`config.mk`:
```
export PLATFORM = sky130hd
export DESIGN_NAME = sdwmr_ctrl_flat
export DESIGN_NICKNAME = d
export VERILOG_FILES = /design/src/verilog/sdwmr_pkg.sv /design/src/verilog/sdwmr_link_if.sv /design/src/verilog/sdwmr_ctrl.sv /design/src/flat_wrapper.sv
export SDC_FILE = /design/constraint.sdc
export NUM_CORES = 1
export LEC_CHECK = 0
export ABC_CLOCK_PERIOD_IN_PS = 12500
export BUFFER_PORTS_ARGS = -buffer_cell sky130_fd_sc_hd__buf_2
export CAP_MARGIN = 20
export CORE_MARGIN = 2
export CORE_UTILIZATION = 55
export DETAILED_ROUTE_END_ITERATION = 7
export GPL_TIMING_DRIVEN = 0
export PLACE_DENSITY_LB_ADDON = 0.25
export SYNTH_ARGS = -nofsm -noshare
export SYNTH_HDL_FRONTEND = slang
export SYNTH_SLANG_ARGS = --single-unit
export TNS_END_PERCENT = 20
```
`constraint.sdc`:
```
create_clock -name MCLK -period 12.5 [get_ports MCLK]
set_clock_uncertainty 0.05 [all_clocks]
set_input_delay 0.625 -clock MCLK [delete_from_list [all_inputs] [get_ports MCLK]]
set_output_delay 0.625 -clock MCLK [all_outputs]
set_load 0.02 [all_outputs]
```
`src/verilog/sdwmr_pkg.sv`:
```
// sdwmr_pkg: constants shared by the dram end and the controller end.
// assumes one clock MCLK at 100 MHz on both ends of the link.
package sdwmr_pkg;
  // ----------------------------------------------------------------
  // timing
  // ----------------------------------------------------------------
  localparam int TCK_PS = 10000;
  localparam int T_RFC_PS = 160000;
  localparam int T_REFI_PS = 7800000;
  localparam int T_WTR_PS = 7500;
  localparam int T_WR_PS = 15000;
  localparam int T_RP_PS = 13750;
  localparam int N_RFC = (T_RFC_PS + TCK_PS - 1) / TCK_PS;
  localparam int N_WTR = (T_WTR_PS + TCK_PS - 1) / TCK_PS;
  localparam int N_WR = (T_WR_PS + TCK_PS - 1) / TCK_PS;
  localparam int N_RP = (T_RP_PS + TCK_PS - 1) / TCK_PS;
  localparam int N_REFI = T_REFI_PS / TCK_PS;
  localparam int ADD_LAT = 0;
  localparam int COL_WR_LAT = 5;
  localparam int WR_LAT = ADD_LAT + COL_WR_LAT;
  localparam int RD_LAT = 6;
  localparam int CNT_W = 10;
  // ----------------------------------------------------------------
  // link widths and fields
  // ----------------------------------------------------------------
  localparam int DQ_W = 8;
  localparam int MASK_W = DQ_W / 8;
  localparam int ADDR_W = 14;
  localparam int BA_W = 3;
  localparam int NBANK = 8;
  localparam int BURST_LSB = 0;
  localparam int TERM_STROBE_BIT = 11;
  localparam int BURST_SEL_BIT = 12;
  localparam int PRE_ALL_BIT = 10;
  localparam logic [1:0] BF_EIGHT = 2'h0;
  localparam logic [1:0] BF_OTF = 2'h1;
  localparam logic [1:0] BF_CHOP = 2'h2;
  localparam logic [3:0] BEATS_EIGHT = 4'h8;
  localparam logic [3:0] BEATS_CHOP = 4'h4;
  // {cs_n, ras_n, cas_n, we_n}
  localparam logic [3:0] CMD_MRS = 4'h0;
  localparam logic [3:0] CMD_REF = 4'h1;
  localparam logic [3:0] CMD_PRE = 4'h2;
  localparam logic [3:0] CMD_ACT = 4'h3;
  localparam logic [3:0] CMD_WR = 4'h4;
  localparam logic [3:0] CMD_RD = 4'h5;
  localparam logic [3:0] CMD_IDLE = 4'h7;
  // ----------------------------------------------------------------
  // controller registers
  // ----------------------------------------------------------------
  localparam logic [7:0] REG_CTRL = 8'h00;
  localparam logic [7:0] REG_CMD = 8'h04;
  localparam logic [7:0] REG_WDATA_LO = 8'h08;
  localparam logic [7:0] REG_WDATA_HI = 8'h0C;
  localparam logic [7:0] REG_WMASK = 8'h10;
  localparam logic [7:0] REG_STATUS = 8'h14;
  localparam logic [7:0] REG_RDATA = 8'h18;
  localparam logic [2:0] OP_NONE = 3'h0;
  localparam logic [2:0] OP_ACT = 3'h1;
  localparam logic [2:0] OP_WR = 3'h2;
  localparam logic [2:0] OP_RD = 3'h3;
  localparam logic [2:0] OP_PRE = 3'h4;
  localparam logic [2:0] OP_REF = 3'h5;
  localparam logic [2:0] OP_MRS = 3'h6;
  localparam logic [2:0] OP_SREF = 3'h7;
  localparam logic signed [4:0] DEBT_MAX = 5'sd8;
  localparam logic signed [4:0] DEBT_MIN = -5'sd8;
  localparam logic [31:0] CTRL_RESET = 32'h00000001;

  // beats of a burst from the burst field and the burst-select bit
  function automatic logic [3:0] burst_beats(input logic [1:0] field, input logic sel);
    if (field == BF_CHOP) return BEATS_CHOP;
    if (field == BF_OTF && !sel) return BEATS_CHOP;
    return BEATS_EIGHT;
  endfunction
endpackage

```
`src/verilog/sdwmr_link_if.sv`:
```
// sdwmr_link_if: command, address and write data link between the ends.
// assumes both ends run on MCLK; one data beat per clock.
`timescale 1ns/1ps
interface sdwmr_link_if (
  input wire logic MCLK
);
  import sdwmr_pkg::*;
  logic cke;
  logic cs_n;
  logic ras_n;
  logic cas_n;
  logic we_n;
  logic [BA_W-1:0] ba;
  logic [ADDR_W-1:0] addr;
  logic [DQ_W-1:0] dq;
  logic [MASK_W-1:0] write_byte_mask;
  logic [DQ_W-1:0] rdq;
  logic rdq_valid;
  modport ctrl_end (output cke, cs_n, ras_n, cas_n, we_n, ba, addr, dq, write_byte_mask,
    input rdq, rdq_valid);
  modport dram_end (input cke, cs_n, ras_n, cas_n, we_n, ba, addr, dq, write_byte_mask,
    output rdq, rdq_valid);
endinterface

```
`src/verilog/sdwmr_ctrl.sv`:
```
// sdwmr_ctrl: controller end; takes orders over apb, drives the link,
// keeps write/refresh spacing and the refresh debt. assumes one clock.
`timescale 1ns/1ps
// Operation
// RQ1: one mask bit per eight data lines
// RQ2: mask sampled like data, ignored on reads
// RQ3: option bit turns mask into termination strobe
// RQ4: eight beats for field 00, or 01 selected
// RQ5: field 10 chops every burst to four
// RQ6: read waits write-to-read time after last beat
// RQ7: precharge waits write recovery after last beat; only ordered precharges wait, the precharge-all before a refresh does not
// RQ8: refresh is cs, ras, cas low, we high
// RQ9: one command issued for every refresh
// RQ10: all banks precharged and rested before refresh
// RQ11: refresh rows come from internal counter
// RQ12: refresh leaves all banks precharged
// RQ13: only no-operation commands during refresh cycle
// RQ14: refresh on average every refresh interval
// RQ15: at most eight refreshes postponed
// RQ16: at most eight refreshes pulled in
// RQ17: at most sixteen refreshes per two intervals
// RQ18: self-refresh entry with at most eight postponed
// RQ19: debt frozen during self-refresh
// RQ20: burst-select bit low chops, high gives eight
// RQ21: signed debt counter clamped to plus/minus eight
// RQ22: first beat at additive plus column latency
module sdwmr_ctrl
  import sdwmr_pkg::*;
(
  // clock and reset
  input wire logic MCLK,
  input wire logic RST,
  // apb slave
  input wire logic PSEL,
  input wire logic PENABLE,
  input wire logic PWRITE,
  input wire logic [7:0] PADDR,
  input wire logic [31:0] PWDATA,
  output logic [31:0] PRDATA,
  output logic PREADY,
  output logic PSLVERR,
  // link
  sdwmr_link_if.ctrl_end LINK
);
  import sdwmr_pkg::*;
  typedef enum logic [1:0] {
    SC_RUN = 2'b00,
    SC_SREF = 2'b01
  } sdwmr_state_t;
  sdwmr_state_t state;
  logic [31:0] ctrl_reg, wdata_lo, wdata_hi, wmask, rdata;
  logic pend;
  logic [2:0] pend_op;
  logic [BA_W-1:0] pend_ba;
  logic [ADDR_W-1:0] pend_addr;
  logic [1:0] burst_field;
  logic term_mode;
  logic [NBANK-1:0] bank_open;
  logic [CNT_W-1:0] gap_cnt, refi_cnt, wtr_cnt, wr_cnt;
  logic [3:0] wdelay, wrem;
  logic last_beat;
  logic [63:0] wshift;
  logic [7:0] mshift;
  logic signed [4:0] debt;
  logic signed [4:0] next_debt;
  // ----------------------------------------------------------------
  // apb decode
  // ----------------------------------------------------------------
  wire access = PSEL && PENABLE;
  wire hit_cmd = PADDR == REG_CMD;
  wire mapped = PADDR == REG_CTRL || hit_cmd || PADDR == REG_WDATA_LO || PADDR == REG_WDATA_HI
    || PADDR == REG_WMASK || PADDR == REG_STATUS || PADDR == REG_RDATA;
  wire cmd_stall = PWRITE && hit_cmd && pend;
  wire wr_take = access && PWRITE && PREADY;
  wire [31:0] status = {23'h0, debt, bank_open != '0, state == SC_SREF, gap_cnt != '0, pend};
  assign PREADY = !cmd_stall;
  assign PSLVERR = access && !mapped;
  wire [31:0] rd_mux = !mapped ? 32'h0 : PADDR == REG_CTRL ? ctrl_reg : PADDR == REG_WDATA_LO ? wdata_lo
    : PADDR == REG_WDATA_HI ? wdata_hi : PADDR == REG_WMASK ? wmask : PADDR == REG_STATUS ? status
    : PADDR == REG_RDATA ? rdata : 32'h0;
  // ----------------------------------------------------------------
  // scheduling
  // ----------------------------------------------------------------
  wire tick = refi_cnt == 10'(N_REFI - 1);
  wire burst_busy = wdelay != 4'h0 || wrem != 4'h0 || last_beat;
  wire free = gap_cnt == '0 && !burst_busy && state == SC_RUN; // RQ13
  wire banks_shut = bank_open == '0;
  wire must_ref = debt >= DEBT_MAX; // RQ15
  wire want_ref = must_ref || (pend && pend_op == OP_REF) || (ctrl_reg[0] && debt > 5'sd0 && !pend); // RQ14
  wire can_pull = debt > DEBT_MIN; // RQ16 RQ17
  wire go_ref = free && want_ref && banks_shut && (can_pull || must_ref); // RQ10
  wire go_prea = free && want_ref && !banks_shut;
  wire cmd_ok = pend_op == OP_RD ? wtr_cnt == '0 : pend_op == OP_PRE ? wr_cnt == '0 // RQ6 RQ7
    : pend_op == OP_SREF ? banks_shut : 1'b1;
  wire go_cmd = free && !want_ref && pend && cmd_ok;
  wire ref_drop = free && pend && pend_op == OP_REF && !can_pull;
  wire go_srx = state == SC_SREF && pend && pend_op == OP_SREF;
  wire [3:0] beats = burst_beats(burst_field, pend_addr[BURST_SEL_BIT]); // RQ4 RQ5 RQ20
  wire ref_dec = go_ref || (go_cmd && pend_op == OP_SREF);
  always_comb begin
    next_debt = debt;
    if (state == SC_RUN && tick && !ref_dec && debt < DEBT_MAX) next_debt = debt + 5'sd1; // RQ21
    else if (state == SC_RUN && ref_dec && !tick && debt > DEBT_MIN) next_debt = debt - 5'sd1; // RQ21
  end
  // ----------------------------------------------------------------
  // registers
  // ----------------------------------------------------------------
  always_ff @(posedge MCLK or posedge RST) begin
    if (RST) begin
      ctrl_reg <= CTRL_RESET;
      PRDATA <= '0;
      wdata_lo <= '0;
      wdata_hi <= '0;
      wmask <= '0;
      pend <= 1'b0;
      pend_op <= OP_NONE;
      pend_ba <= '0;
      pend_addr <= '0;
    end else begin
      if (PSEL && !PENABLE) PRDATA <= rd_mux;
      if (wr_take && PADDR == REG_CTRL) ctrl_reg <= {31'h0, PWDATA[0]};
      if (wr_take && PADDR == REG_WDATA_LO) wdata_lo <= PWDATA;
      if (wr_take && PADDR == REG_WDATA_HI) wdata_hi <= PWDATA;
      if (wr_take && PADDR == REG_WMASK) wmask <= {24'h0, PWDATA[7:0]};
      if (wr_take && hit_cmd && PWDATA[2:0] != OP_NONE) begin
        pend <= 1'b1;
        pend_op <= PWDATA[2:0];
        pend_ba <= PWDATA[5:3];
        pend_addr <= PWDATA[19:6];
      end else if (go_cmd || go_srx || ref_drop || (go_ref && pend && pend_op == OP_REF)) pend <= 1'b0;
    end
  end
  // ----------------------------------------------------------------
  // command issue
  // ----------------------------------------------------------------
  always_ff @(posedge MCLK or posedge RST) begin
    if (RST) begin
      state <= SC_RUN;
      {LINK.cs_n, LINK.ras_n, LINK.cas_n, LINK.we_n} <= CMD_IDLE;
      LINK.cke <= 1'b1;
      LINK.ba <= '0;
      LINK.addr <= '0;
      bank_open <= '0;
      burst_field <= BF_EIGHT;
      term_mode <= 1'b0;
      gap_cnt <= '0;
      debt <= '0;
      refi_cnt <= '0;
    end else begin
      {LINK.cs_n, LINK.ras_n, LINK.cas_n, LINK.we_n} <= CMD_IDLE;
      debt <= next_debt;
      if (state == SC_RUN) refi_cnt <= tick ? '0 : refi_cnt + 10'h001; // RQ19
      if (gap_cnt != '0) gap_cnt <= gap_cnt - 10'h001;
      if (go_srx) begin
        state <= SC_RUN;
        LINK.cke <= 1'b1;
      end else if (go_prea) begin
        {LINK.cs_n, LINK.ras_n, LINK.cas_n, LINK.we_n} <= CMD_PRE;
        LINK.addr <= ADDR_W'(1) << PRE_ALL_BIT;
        bank_open <= '0;
        gap_cnt <= CNT_W'(N_RP); // RQ10
      end else if (go_ref) begin
        {LINK.cs_n, LINK.ras_n, LINK.cas_n, LINK.we_n} <= CMD_REF; // RQ8 RQ9
        gap_cnt <= CNT_W'(N_RFC); // RQ13
      end else if (go_cmd) begin
        LINK.ba <= pend_ba;
        LINK.addr <= pend_addr;
        case (pend_op)
          OP_ACT: begin
            {LINK.cs_n, LINK.ras_n, LINK.cas_n, LINK.we_n} <= CMD_ACT;
            bank_open[pend_ba] <= 1'b1;
          end
          OP_WR: {LINK.cs_n, LINK.ras_n, LINK.cas_n, LINK.we_n} <= CMD_WR;
          OP_RD: {LINK.cs_n, LINK.ras_n, LINK.cas_n, LINK.we_n} <= CMD_RD;
          OP_PRE: begin
            {LINK.cs_n, LINK.ras_n, LINK.cas_n, LINK.we_n} <= CMD_PRE;
            if (pend_addr[PRE_ALL_BIT]) bank_open <= '0;
            else bank_open[pend_ba] <= 1'b0;
            gap_cnt <= CNT_W'(N_RP);
          end
          OP_MRS: begin
            {LINK.cs_n, LINK.ras_n, LINK.cas_n, LINK.we_n} <= CMD_MRS;
            if (pend_ba == 3'h0) burst_field <= pend_addr[BURST_LSB +: 2];
            if (pend_ba == 3'h1) term_mode <= pend_addr[TERM_STROBE_BIT];
          end
          OP_SREF: begin
            {LINK.cs_n, LINK.ras_n, LINK.cas_n, LINK.we_n} <= CMD_REF; // RQ18
            LINK.cke <= 1'b0;
            state <= SC_SREF;
          end
          default: {LINK.cs_n, LINK.ras_n, LINK.cas_n, LINK.we_n} <= CMD_IDLE;
        endcase
      end
    end
  end
  // ----------------------------------------------------------------
  // write beats and recovery counters
  // ----------------------------------------------------------------
  always_ff @(posedge MCLK or posedge RST) begin
    if (RST) begin
      wdelay <= '0;
      wrem <= '0;
      last_beat <= 1'b0;
      wshift <= '0;
      mshift <= '0;
      LINK.dq <= '0;
      LINK.write_byte_mask <= '0;
      wtr_cnt <= '0;
      wr_cnt <= '0;
    end else begin
      last_beat <= 1'b0;
      if (wtr_cnt != '0) wtr_cnt <= wtr_cnt - 10'h001;
      if (wr_cnt != '0) wr_cnt <= wr_cnt - 10'h001;
      if (go_cmd && pend_op == OP_WR) begin
        wdelay <= 4'(WR_LAT - 1); // RQ22
        wrem <= beats;
        wshift <= {wdata_hi, wdata_lo};
        mshift <= wmask[7:0];
      end else if (wdelay != 4'h0) wdelay <= wdelay - 4'h1;
      else if (wrem != 4'h0) begin
        LINK.dq <= wshift[DQ_W-1:0];
        LINK.write_byte_mask <= term_mode ? 1'b0 : mshift[0]; // RQ1 RQ2 RQ3
        wshift <= wshift >> DQ_W;
        mshift <= mshift >> 1;
        wrem <= wrem - 4'h1;
        last_beat <= wrem == 4'h1;
      end else LINK.write_byte_mask <= 1'b0;
      if (last_beat) begin
        wtr_cnt <= CNT_W'(N_WTR); // RQ6
        wr_cnt <= CNT_W'(N_WR); // RQ7
      end
    end
  end
  // read beats collected into the read data register
  always_ff @(posedge MCLK or posedge RST) begin
    if (RST) rdata <= '0;
    else if (LINK.rdq_valid) rdata <= {rdata[23:0], LINK.rdq}; // RQ2
  end
endmodule // sdwmr_ctrl

```
`src/flat_wrapper.sv`:
```
// flat-port wrapper written by rule: the top's interface ports become plain ports
module sdwmr_ctrl_flat import sdwmr_pkg::*;
  (MCLK, RST, PSEL, PENABLE, PWRITE, PADDR, PWDATA, PRDATA, PREADY, PSLVERR, LINK_cke, LINK_cs_n, LINK_ras_n, LINK_cas_n, LINK_we_n, LINK_ba, LINK_addr, LINK_dq, LINK_write_byte_mask, LINK_rdq, LINK_rdq_valid);
  sdwmr_link_if LINK_i (.MCLK(MCLK));
  input wire logic MCLK;
  input wire logic RST;
  input wire logic PSEL;
  input wire logic PENABLE;
  input wire logic PWRITE;
  input wire logic [7:0] PADDR;
  input wire logic [31:0] PWDATA;
  output logic [31:0] PRDATA;
  output logic PREADY;
  output logic PSLVERR;
  output wire logic [$bits(LINK_i.cke)-1:0] LINK_cke;
  output wire logic [$bits(LINK_i.cs_n)-1:0] LINK_cs_n;
  output wire logic [$bits(LINK_i.ras_n)-1:0] LINK_ras_n;
  output wire logic [$bits(LINK_i.cas_n)-1:0] LINK_cas_n;
  output wire logic [$bits(LINK_i.we_n)-1:0] LINK_we_n;
  output wire logic [$bits(LINK_i.ba)-1:0] LINK_ba;
  output wire logic [$bits(LINK_i.addr)-1:0] LINK_addr;
  output wire logic [$bits(LINK_i.dq)-1:0] LINK_dq;
  output wire logic [$bits(LINK_i.write_byte_mask)-1:0] LINK_write_byte_mask;
  input wire logic [$bits(LINK_i.rdq)-1:0] LINK_rdq;
  input wire logic [$bits(LINK_i.rdq_valid)-1:0] LINK_rdq_valid;
  assign LINK_cke = LINK_i.cke;
  assign LINK_cs_n = LINK_i.cs_n;
  assign LINK_ras_n = LINK_i.ras_n;
  assign LINK_cas_n = LINK_i.cas_n;
  assign LINK_we_n = LINK_i.we_n;
  assign LINK_ba = LINK_i.ba;
  assign LINK_addr = LINK_i.addr;
  assign LINK_dq = LINK_i.dq;
  assign LINK_write_byte_mask = LINK_i.write_byte_mask;
  assign LINK_i.rdq = LINK_rdq;
  assign LINK_i.rdq_valid = LINK_rdq_valid;
  sdwmr_ctrl u_core (.MCLK(MCLK), .RST(RST), .PSEL(PSEL), .PENABLE(PENABLE), .PWRITE(PWRITE), .PADDR(PADDR), .PWDATA(PWDATA), .PRDATA(PRDATA), .PREADY(PREADY), .PSLVERR(PSLVERR), .LINK(LINK_i));
endmodule
```
==> summary.txt <==
Status
  – Status: finished clean

Placement
  – HPWL Detailed: ~28 mm
  – Final RePlAce weighted congestion: between 0.9 and 1
  – Port bufs: ~120

Synth
  – Most used DFF post-synth: dfrtp_1
  – FFs w/ async S/R, synth: between 90% and 100%
  – Mapped cell area: roughly 0.015 sq mm
  – Yosys reg bits: ~330
  – Mapped Nets: about 1,300
  – Post-synthesis sequential area ratio: 56.0%
  – Average cell area after synthesis: approximately 12 sq um
  – Top cells by area, synth: dfrtp_1 55%, mux2_2 11%, a221o_1 4.3%, and3_1 2.8%, nand2_1 2.2%
  – Post-synth EDFFs: 0
  – Synth Instances: 1,249
  – Top cell type by total area after synthesis: dfrtp_1
  – Yosys warns: 0
  – Yosys top cell area share: 55.1%
  – Post-synth cell types: 62

Route
  – Number of detailed-route iterations in the first pass: 7
  – Metal3 WL: approximately 2.5 mm
  – Routed Antenna Nets: 0
  – Vias per std cell: slightly above 6
  – Highest Signal Layer: met4
  – Met2 wire length: between 15 and 20 mm
  – Via count: between 10,000 and 15,000
  – Starting DRT DRC Count: between 1,000 and 1,500
  – Wire length per cell: approximately 22 um
  – Post-route DRC: 0
  – Met1 Wirelength: approximately 16 mm
  – Total Wirelength: approximately 38 mm

Global route
  – Tot GR Track Use: 27.6%
  – Largest net degree at the start of global routing: between 100 and 150
  – Vias in the first global route: between 10,000 and 15,000
  – Initial antenna violation count: 0
  – Total gr overflow: 0
  – First-pass GRT wire length: approximately 60 mm

Cells and area
  – Layout net count: between 1,000 and 1,500
  – Fillers: between 2,000 and 2,500
  – Biggest register: u_core.wshift
  – Max reg flops: 64
  – Share of post-route cells with drive strength above 1: about a quarter
  – Post-Route Utilization: 64.7%
  – # diodes: 0
  – Most frequent cells in the layout: 321 x dfrtp_1, 138 x mux2_2, 124 x buf_2, 85 x nand2_1, 75 x clkbuf_1
  – Area Overhead vs Synth: 15.7%
  – Commonest non-fill, non-tap cell in the layout: dfrtp_1
  – Multi-input logic area: 0.00594 sq mm
  – Reg area: just over 0.008 sq mm

Pwr
  – Peak supply drop: 0.116 mV
  – Pwr dens: 159 mW/mm^2
  – Power consumption: about 2.7 mW
  – Cell leakage power: 8.26 nW

Clock tree
  – Inserted Clock Buffers: 35
  – CTS tree: built
  – Clk_lat worst skew: 0.53 ns
  – Clk sinks: approximately 330
  – Clock-pin slew on the worst setup and hold paths: approximately 0.060 ns
  – Post-CTS sizing: 0
  – CTS H-tree lvls: 2
  – # hold bufs at CTS: 0
  – Root Buffer: clkbuf_16
  – Setup bufs post-CTS: 0
  – CTS Buffer Depth: 3

Critical path
  – R2R depth: 11
  – CP Capture Type: flop
  – R2R Setup Slk: between 8 and 9 ns
  – Worst endpoint required time: approximately 13 ns
  – Critical Path Source Type: flop
  – Critical path type: flop to flop
  – Launching point of the worst reg2reg path: u_core.wdelay[0]
  – Crit path DAT: between 4 and 5 ns
  – Worst-path fanout max: 10
  – Crit Reg-Reg Endpoint: u_core.debt[4]

STA
  – Max_slew headroom: 33.8%
  – Fin. Hold Viols: 0
  – Setup-failing EPs final: 0
  – Min Tclk post-route: 3.98 ns
  – Period utilisation layout: approximately a third
  – RSZ-0062 raised after global routing: no
  – Max Slew Vio Count: 0
  – Worst Tran Pin Value: roughly 1 ns
  – F_max: 251 MHz

Floorplan
  – Starting Density: ~56%
  – Top Ports: 119
  – Core Rows: just under 60
  – Die area: 0.0278 sq mm
  – Core footprint: 0.0261 sq mm
  – Die Wd: 167 um
  – Die Height: 167 um

Min path
  – Hold Crit Class: input port to asynchronous set/reset pin

Flow run
  – Max-cap check violation count: 0
==> metal layers <==
layer | global-route usage [%] | up-vias
li1 | - | 4875
met1 | 38.2 | 5455
met2 | 43.8 | 445
met3 | 4.44 | 110
met4 | 11.1 | 0
met5 | 1.57 | -
==> how the worst max path moves through the flow <==
stage / from / end / slack (ns) / depth (start not counted)
2_1_floorplan: RST / u_core.LINK.addr[0] / 2.81 / 1
3_3_place_gp: RST / u_core.wr_cnt[3] / -0.53 / 2
3_5_place_dp: u_core.wdelay[0] / u_core.debt[4] / 8.60 / 11
4_1_cts: u_core.wdelay[0] / u_core.debt[4] / 8.58 / 11
5_1_grt: u_core.wdelay[0] / u_core.debt[4] / 8.28 / 11
6_report: u_core.wdelay[0] / u_core.debt[4] / 8.52 / 11
==> critical path: stages, from the launching register on <==
cell and delay (ns):
dfrtp_1 0.40, inv_1 0.09, ha_1 0.18, nor3b_2 0.74, nand2_1 0.25, nor4_1 0.80
or4b_2 0.37, ha_1 0.29, a21o_1 0.17, a21oi_1 0.18, mux2i_1 0.23, xnor2_1 0.14
==> cells in the mapped netlist, drive strengths merged, types with 27 or more instances <==
cell type  instances
dfrtp            321
and3              66
clkbuf            65
a21oi             40
a22o              30
nand3             27
inv               37
nand2             85
mux2             143
o21ai             48
nor2              69
a221o             63
==> through the flow <==
stage | hold WS [ns] | instance area, sq um | instances | worst slack (ns) | setup TNS [ns]
after floorplan | 0.379 | 14600 | 1249 | 2.81 | 0
after global placement | 0.412 | 15600 | 1700 | -0.526 | -158.82
after detailed placement | 0.415 | 15600 | 1703 | 8.60 | 0
after CTS | 0.177 | 16800 | 1767 | 8.58 | 0
after global routing | 0.209 | 16800 | 1767 | 8.28 | 0
final | 0.153 | 16800 | 1767 | 8.52 | 0
==> final cells by class <==
| type | instances | share of cell area [%] |
|---|---|---|
| Tap cell | 335 | 2.49 |
| Clock buffer | 50 | 5.90 |
| Timing Repair Buffer | 119 | 3.82 |
| Buffer | 82 | 1.95 |
| Multi-Input combinational cell | 804 | 35.3 |
| Inverter | 37 | 0.869 |
| Clock inverter | 14 | 1.27 |
| Sequential cell | 326 | 48.5 |
==> kinds of logic after synthesis <==
| family | share of synthesized area [%] |
|---|---|
| compound gates | 11.7 |
| other cells | 0.0257 |
| mux | 12.8 |
| xor+xnor | 1.86 |
| buf+inv | 3.21 |
| fa+ha+maj | 1.34 |
| flops | 56.0 |
| simple gates | 13.0 |
==> report_power, final <==
group | internal [mW] | leakage [nW] | total (mW) | switching [mW]
logic | 0.141 | 3.30 | 0.365 | 0.223
clock network | 0.661 | 0.594 | 1.09 | 0.424
registers | 1.14 | 4.36 | 1.22 | 0.0821
total | 1.94 | 8.26 | 2.67 | 0.730
(Power assumes the default switching activity.)
